[config.mk]
export PLATFORM = sky130hd
export DESIGN_NAME = watchdog_reset_supervisor
export DESIGN_NICKNAME = d
export VERILOG_FILES = /design/src/watchdog_reset_supervisor.v
export VERILOG_INCLUDE_DIRS = /design/src
export SDC_FILE = /design/constraint.sdc
export NUM_CORES = 1
export LEC_CHECK = 0
export BUFFER_PORTS_ARGS = -buffer_cell sky130_fd_sc_hd__buf_2
export CAP_MARGIN = 20
export CORE_ASPECT_RATIO = 1.2
export CORE_MARGIN = 10
export CORE_UTILIZATION = 48
export DETAILED_ROUTE_END_ITERATION = 10
export MAX_ROUTING_LAYER = met4
export PLACE_DENSITY = 0.7
export SLEW_MARGIN = 20
export SYNTH_ARGS = -nofsm -noshare
export SYNTH_HDL_FRONTEND = slang
export SYNTH_SLANG_ARGS = --single-unit
[constraint.sdc]
create_clock -name i_clk -period 5.2 [get_ports i_clk]
set_clock_uncertainty 0.1 [all_clocks]
set_input_delay 0 -clock i_clk [delete_from_list [all_inputs] [get_ports i_clk]]
set_output_delay 0 -clock i_clk [all_outputs]
set_load 0.005 [all_outputs]
[src/wdt_supervisor_defines.vh]
// Constants for the watchdog and reset supervisor
`ifndef WDT_SUPERVISOR_DEFINES_VH
`define WDT_SUPERVISOR_DEFINES_VH
// Clock period in picoseconds (200 MHz)
`define CLK_PERIOD_PS 5000
// Kick window time in microseconds (nominal minimum window)
`define KICK_WINDOW_TIME_US 6250
// Power-up hold time in microseconds (same RC network as the window)
`define POWER_UP_HOLD_TIME_US 6250
// Derived cycle counts; cycles per microsecond first, so no product overflows 32 bits
`define KICK_WINDOW_CYCLES (`KICK_WINDOW_TIME_US * (1000000 / `CLK_PERIOD_PS))
`define POWER_UP_HOLD_CYCLES (`POWER_UP_HOLD_TIME_US * (1000000 / `CLK_PERIOD_PS))
// Reset values: kick pin idles high, linear output taken as low until measured
`define KICK_IDLE_LEVEL 1'h1
`define ABOVE_UPPER_RESET_VALUE 1'h0
`define BELOW_LOWER_RESET_VALUE 1'h1
`define ENABLE_RESET_VALUE 1'h0
`define SELECT_RESET_VALUE 1'h1
`define RESET_OUT_RESET_VALUE 1'h0
// Counter width
`define TIMER_WIDTH 32
`endif

[src/watchdog_reset_supervisor.v]
// Watchdog kick monitor, undervoltage reset and regulator control pass-through
// Overview of operation
// - Only a falling edge on the kick input counts as service.
// - Kick window is one configurable timeout count derived from the RC time.
// - Missed kick starts repeated reset pulses until a valid kick arrives.
// - Pulse train is 50% square wave, each phase one kick window long.
// - Reset held low while linear output is below its regulation limit.
// - After recovery, reset stays low for the power-up hold time.
// - Hold interval starts when the upper comparator reports output above threshold.
// - Reset asserts at once when the lower comparator reports output too low.
// - Enable input high shuts the switching regulator down, low lets it run.
// - Select open or high picks feedback two, low picks feedback one.
`timescale 1ns/1ps
`default_nettype none
`include "wdt_supervisor_defines.vh"

module watchdog_reset_supervisor #(
  parameter [`TIMER_WIDTH-1:0] KICK_WINDOW_CYCLES = `KICK_WINDOW_CYCLES,
  parameter [`TIMER_WIDTH-1:0] POWER_UP_HOLD_CYCLES = `POWER_UP_HOLD_CYCLES
) (
  // Clock and reset
  input wire i_clk,
  input wire i_rst_n,
  // Pin inputs from the host
  input wire i_watchdog_kick_in,
  input wire i_enable,
  input wire i_select,
  // Comparator results on the linear output
  input wire i_lin_above_upper,
  input wire i_lin_below_lower,
  // Outputs
  output reg o_reset_n,
  output reg o_switcher_shutdown,
  output reg o_sel_feedback_two
);

  localparam [2:0] ST_UNDERVOLT = 3'h1;
  localparam [2:0] ST_HOLD = 3'h2;
  localparam [2:0] ST_RUN = 3'h4;

  // Terminal test used by both hold and window timers
  function expired;
    input [`TIMER_WIDTH-1:0] cnt;
    input [`TIMER_WIDTH-1:0] lim;
    begin
      expired = (cnt >= lim - 32'h00000001);
    end
  endfunction

  // Next filtered level: follows stage three once stages two and three agree
  function settle;
    input [2:0] sync;
    input lvl;
    begin
      if (sync[1] == sync[2])
        settle = sync[2];
      else
        settle = lvl;
    end
  endfunction

  reg [2:0] kick_sync_r;
  reg [2:0] en_sync_r;
  reg [2:0] sel_sync_r;
  reg [2:0] up_sync_r;
  reg [2:0] lo_sync_r;
  reg kick_lvl_r;
  reg en_lvl_r;
  reg sel_lvl_r;
  reg up_lvl_r;
  reg lo_lvl_r;
  reg kick_prev_r;
  reg [2:0] state_r;
  reg [2:0] state_nxt;
  reg [`TIMER_WIDTH-1:0] cnt_r;
  reg [`TIMER_WIDTH-1:0] cnt_nxt;
  reg train_r;
  reg train_nxt;
  reg reset_n_nxt;
  wire kick_fall;

  // Kick pin synchroniser; starts at the idle level so no false kick follows reset
  always @(posedge i_clk or negedge i_rst_n) begin
    if (!i_rst_n) begin
      kick_sync_r <= {3{`KICK_IDLE_LEVEL}};
      kick_lvl_r <= `KICK_IDLE_LEVEL;
    end else begin
      kick_sync_r <= {kick_sync_r[1:0], i_watchdog_kick_in};
      kick_lvl_r <= settle(kick_sync_r, kick_lvl_r);
    end
  end

  // Enable pin synchroniser; regulator allowed to run until a level is seen
  always @(posedge i_clk or negedge i_rst_n) begin
    if (!i_rst_n) begin
      en_sync_r <= {3{`ENABLE_RESET_VALUE}};
      en_lvl_r <= `ENABLE_RESET_VALUE;
    end else begin
      en_sync_r <= {en_sync_r[1:0], i_enable};
      en_lvl_r <= settle(en_sync_r, en_lvl_r);
    end
  end

  // Select pin synchroniser; starts as the open pin, which picks feedback two
  always @(posedge i_clk or negedge i_rst_n) begin
    if (!i_rst_n) begin
      sel_sync_r <= {3{`SELECT_RESET_VALUE}};
      sel_lvl_r <= `SELECT_RESET_VALUE;
    end else begin
      sel_sync_r <= {sel_sync_r[1:0], i_select};
      sel_lvl_r <= settle(sel_sync_r, sel_lvl_r);
    end
  end

  // Upper comparator synchroniser; output not yet taken as recovered
  always @(posedge i_clk or negedge i_rst_n) begin
    if (!i_rst_n) begin
      up_sync_r <= {3{`ABOVE_UPPER_RESET_VALUE}};
      up_lvl_r <= `ABOVE_UPPER_RESET_VALUE;
    end else begin
      up_sync_r <= {up_sync_r[1:0], i_lin_above_upper};
      up_lvl_r <= settle(up_sync_r, up_lvl_r);
    end
  end

  // Lower comparator synchroniser; output taken as too low until measured
  always @(posedge i_clk or negedge i_rst_n) begin
    if (!i_rst_n) begin
      lo_sync_r <= {3{`BELOW_LOWER_RESET_VALUE}};
      lo_lvl_r <= `BELOW_LOWER_RESET_VALUE;
    end else begin
      lo_sync_r <= {lo_sync_r[1:0], i_lin_below_lower};
      lo_lvl_r <= settle(lo_sync_r, lo_lvl_r);
    end
  end

  // Falling-edge detect on the filtered kick level
  always @(posedge i_clk or negedge i_rst_n) begin
    if (!i_rst_n) begin
      kick_prev_r <= 1'b1;
    end else begin
      kick_prev_r <= kick_lvl_r;
    end
  end

  assign kick_fall = kick_prev_r & ~kick_lvl_r;

  // Supervisor state machine and shared timer
  always @* begin
    state_nxt = state_r;
    cnt_nxt = cnt_r + 32'h00000001;
    train_nxt = train_r;
    reset_n_nxt = 1'b0;
    case (state_r)
      ST_UNDERVOLT: begin
        cnt_nxt = {`TIMER_WIDTH{1'b0}};
        train_nxt = 1'b1;
        if (up_lvl_r && !lo_lvl_r) begin
          state_nxt = ST_HOLD;
        end
      end
      ST_HOLD: begin
        train_nxt = 1'b1;
        if (lo_lvl_r) begin
          state_nxt = ST_UNDERVOLT;
        end else if (expired(cnt_r, POWER_UP_HOLD_CYCLES)) begin
          state_nxt = ST_RUN;
          cnt_nxt = {`TIMER_WIDTH{1'b0}};
          reset_n_nxt = 1'b1;
        end
      end
      ST_RUN: begin
        reset_n_nxt = train_r;
        if (lo_lvl_r) begin
          state_nxt = ST_UNDERVOLT;
          reset_n_nxt = 1'b0;
        end else if (kick_fall) begin
          cnt_nxt = {`TIMER_WIDTH{1'b0}};
          train_nxt = 1'b1;
          reset_n_nxt = 1'b1;
        end else if (expired(cnt_r, KICK_WINDOW_CYCLES)) begin
          cnt_nxt = {`TIMER_WIDTH{1'b0}};
          train_nxt = ~train_r;
          reset_n_nxt = ~train_r;
        end
      end
      default: begin
        state_nxt = ST_UNDERVOLT;
        cnt_nxt = {`TIMER_WIDTH{1'b0}};
        train_nxt = 1'b1;
      end
    endcase
  end

  // State, timer and registered reset output
  always @(posedge i_clk or negedge i_rst_n) begin
    if (!i_rst_n) begin
      state_r <= ST_UNDERVOLT;
      cnt_r <= {`TIMER_WIDTH{1'b0}};
      train_r <= 1'b1;
      o_reset_n <= `RESET_OUT_RESET_VALUE;
    end else begin
      state_r <= state_nxt;
      cnt_r <= cnt_nxt;
      train_r <= train_nxt;
      o_reset_n <= reset_n_nxt;
    end
  end

  // Regulator controls follow the filtered pins, one flop from the output pins
  always @(posedge i_clk or negedge i_rst_n) begin
    if (!i_rst_n) begin
      o_switcher_shutdown <= `ENABLE_RESET_VALUE;
      o_sel_feedback_two <= `SELECT_RESET_VALUE;
    end else begin
      o_switcher_shutdown <= en_lvl_r;
      o_sel_feedback_two <= sel_lvl_r;
    end
  end

endmodule // watchdog_reset_supervisor
`default_nettype wire

==> impl_metrics.env <==
export IMPL_via_per_inst=5.49
export IMPL_report_final_slew_viol_count=0
export IMPL_root_buffer="clkbuf_8"
export IMPL_cts_max_level=3
export IMPL_area_sequential_um2=1520
export IMPL_fmax_ghz=0.370
export IMPL_drtAntennaViolNets=0
export IMPL_avgSynthCellArea_um2=10.9
export IMPL_wl_per_cell_um=14.3
export IMPL_clock_latency_ns=0.34
export IMPL_cp_required_ns=5.32
export IMPL_io_buffers=9
export IMPL_power_density_nw_per_um2=301
export IMPL_async_flop_share=1.00
export IMPL_grt_first_pass_wirelength_um=8490
export IMPL_first_pass_iters=4
export IMPL_ys_warn_count=0
export IMPL_clock_sink_count=60
export IMPL_num_io_pins=10
export IMPL_syn_nets=255
export IMPL_p_leak_nw=1.19
export IMPL_yosysUniqueCellTypes=40
export IMPL_fp_dieH_um=102
export IMPL_core_um2=5370
export IMPL_wl_um=4790
export IMPL_crit_type="register to register"
export IMPL_path_clk_slew_ns=0.07
export IMPL_fillCellCount=467
export IMPL_layout_common_cells="44 x dfrtp_1, 42 x nor2_1, 20 x xnor2_1, 16 x dfstp_2, 15 x nand2_1"
export IMPL_drc=0
export IMPL_post_cts_buffers=0
export IMPL_cts_buffers=9
export IMPL_hold_violations=0
export IMPL_diodes=0
export IMPL_max_slew_margin=0.517
export IMPL_finalSetupTns_ns=0
export IMPL_outcome="finished, final reports clean"
export IMPL_fin_crit_ns=2.70
export IMPL_start_util=0.499
export IMPL_multi_input_area_um2=1100
export IMPL_rsz0062_at_grt="false"
export IMPL_worst_slew_pin_slew_ns=0.725
export IMPL_yosysSeqAreaShare=0.568
export IMPL_crit_arrival_ns=2.83
export IMPL_cp_end_kind="register"
export IMPL_grt_antenna_before_repair=0
export IMPL_synth_edf_count=0
export IMPL_critPathLaunchType="register"
export IMPL_holdCritPathClass="primary input to register"
export IMPL_grt_usage=0.124
export IMPL_synth_area_um2=2680
export IMPL_fin_crit_sh=0.520
export IMPL_die_area_um2=8980
export IMPL_worstPathMaxFanout=18
export IMPL_max_cap_violations=0
export IMPL_dpl_hpwl_um=3290
export IMPL_layout_drive_gt1_share=0.182
export IMPL_placed_area_um2=2790
export IMPL_layout_commonest_cell="dfrtp_1"
export IMPL_synthFlopType="dfrtp_1"
export IMPL_die_x_um=88.2
export IMPL_rows=29
export IMPL_setup_viol=0
export IMPL_grt_max_degree=61
export IMPL_ir_drop_mv=0.151
export IMPL_area_growth_pct=13.2
export IMPL_finalInstanceArea_um2=3030
export IMPL_ys_ff_latch=60
export IMPL_finish_net_count=277
export IMPL_netlist_instances=247
export IMPL_vias=1843
export IMPL_cts_buffer_depth=2
export IMPL_grt_overflow_total=0
export IMPL_routabilityCongestion=0.847
export IMPL_grt_pass1_vias=1819
export IMPL_drtIter0Drc=143
export IMPL_cts_tree="yes"
[cells by family (layout without fill, tap and decap cells)]
kind of cell | Yosys count | in the layout | share of synthesized area
AND/OR/NAND/NOR | 119 | 119 | 0.239
XOR/XNOR | 30 | 30 | 0.0980
flip-flops | 60 | 60 | 0.568
AO/OA/AOI/OAI | 19 | 19 | 0.0490
buffers and inverters | 13 | 40 | 0.0224
adder cells (fa/ha/maj) | 6 | 6 | 0.0233
[state kept, by name, summed over array words and instances (netlist names)]
name,cells
kick_sync_r,3
lo_lvl_r,1
up_lvl_r,1
o_reset_n,1
kick_prev_r,1
up_sync_r,3
en_sync_r,3
cnt_r,32
sel_lvl_r,1
sel_sync_r,3
train_r,1
state_r,3
o_switcher_shutdown,1
kick_lvl_r,1
en_lvl_r,1
lo_sync_r,3
o_sel_feedback_two,1
[per-layer routing]
layer / GRT usage / share of wire
met5: - / 0
met4: 0.0710 / 0.022
met3: 0.0287 / 0.042
met2: 0.187 / 0.49
met1: 0.149 / 0.45
[where the power goes]
group	switching [mW]	leakage [nW]	total, mW	internal (mW)
clock network	0.199	0.0868	0.378	0.179
logic	0.0205	0.342	0.0354	0.0148
registers	0.0104	0.762	0.499	0.488
total	0.230	1.19	0.912	0.682
[path summary, 6_finish.rpt]
kind | from | endpoint | slack [ns] | cells past startpoint
worst max-delay path | cnt_r[0] | cnt_r[15] | 2.50 | 7
worst min-delay path | i_enable | en_sync_r[0] | 0.20 | 2
worst max register to register | cnt_r[0] | cnt_r[15] | 2.50 | 7
worst min register to register | en_sync_r[0] | en_sync_r[1] | 0.25 | 0
max in group asynchronous | i_rst_n | cnt_r[26] | 4.29 | 3
min in group asynchronous | i_rst_n | up_lvl_r | 0.25 | 3
[synth_stat cells (all sizes together), types with 2 or more instances]
cell | count | area share
dfrtp | 44 | 0.41
nor2 | 42 | 0.059
xnor2 | 20 | 0.065
dfstp | 16 | 0.16
nand2 | 15 | 0.021
nor3 | 12 | 0.022
nand3 | 11 | 0.022
nand4 | 10 | 0.023
xor2 | 10 | 0.033
inv | 7 | 0.0098
nor4 | 7 | 0.033
nand2b | 6 | 0.014
maj3 | 5 | 0.019
o21ai | 5 | 0.0093
buf | 4 | 0.0098
or3 | 4 | 0.0093
a21oi | 3 | 0.0056
a31oi | 2 | 0.0047
and2 | 2 | 0.0047
and3 | 2 | 0.0047
and4 | 2 | 0.0065
clkbuf | 2 | 0.0028
o21bai | 2 | 0.0056
[worst max-delay path, stage by stage (launching register included)]
cell and delay (ns):
dfrtp_1 0.40, ha_1 0.26, nand3_1 0.14, a2111oi_0 0.54
nor2_1 0.14, o221ai_2 0.59, buf_4 0.35, nor2_1 0.07
[per-stage QoR]
stage	std cells	worst slack (ns)	hold WS, ns	utilization	power (mW)
3_3_place_gp	314	2.61	0.00509	0.520	0.538
4_1_cts	336	2.48	0.185	0.565	0.924
3_5_place_dp	314	2.49	0.00831	0.520	0.540
6_report	336	2.50	0.202	0.565	0.912
5_1_grt	336	2.19	0.200	0.565	0.953
2_1_floorplan	247	3.15	-0.396	-	0.520
[final cells by class]
type	count	area share
timing repair buffer	17	0.0396
inverter	7	0.00866
sequential	60	0.502
multi-input combinational	174	0.364
clock inverter	7	0.0194
clock buffer	9	0.0408
tap	62	0.0256
[what timing repair did]
item                       in CTS  in global routing
setup endpoints to repair       0                  0
resized for setup               0                  0
hold endpoints to repair       49                  0
hold buffers                    6                  0
No activity file was read; power rests on OpenSTA's default activity.
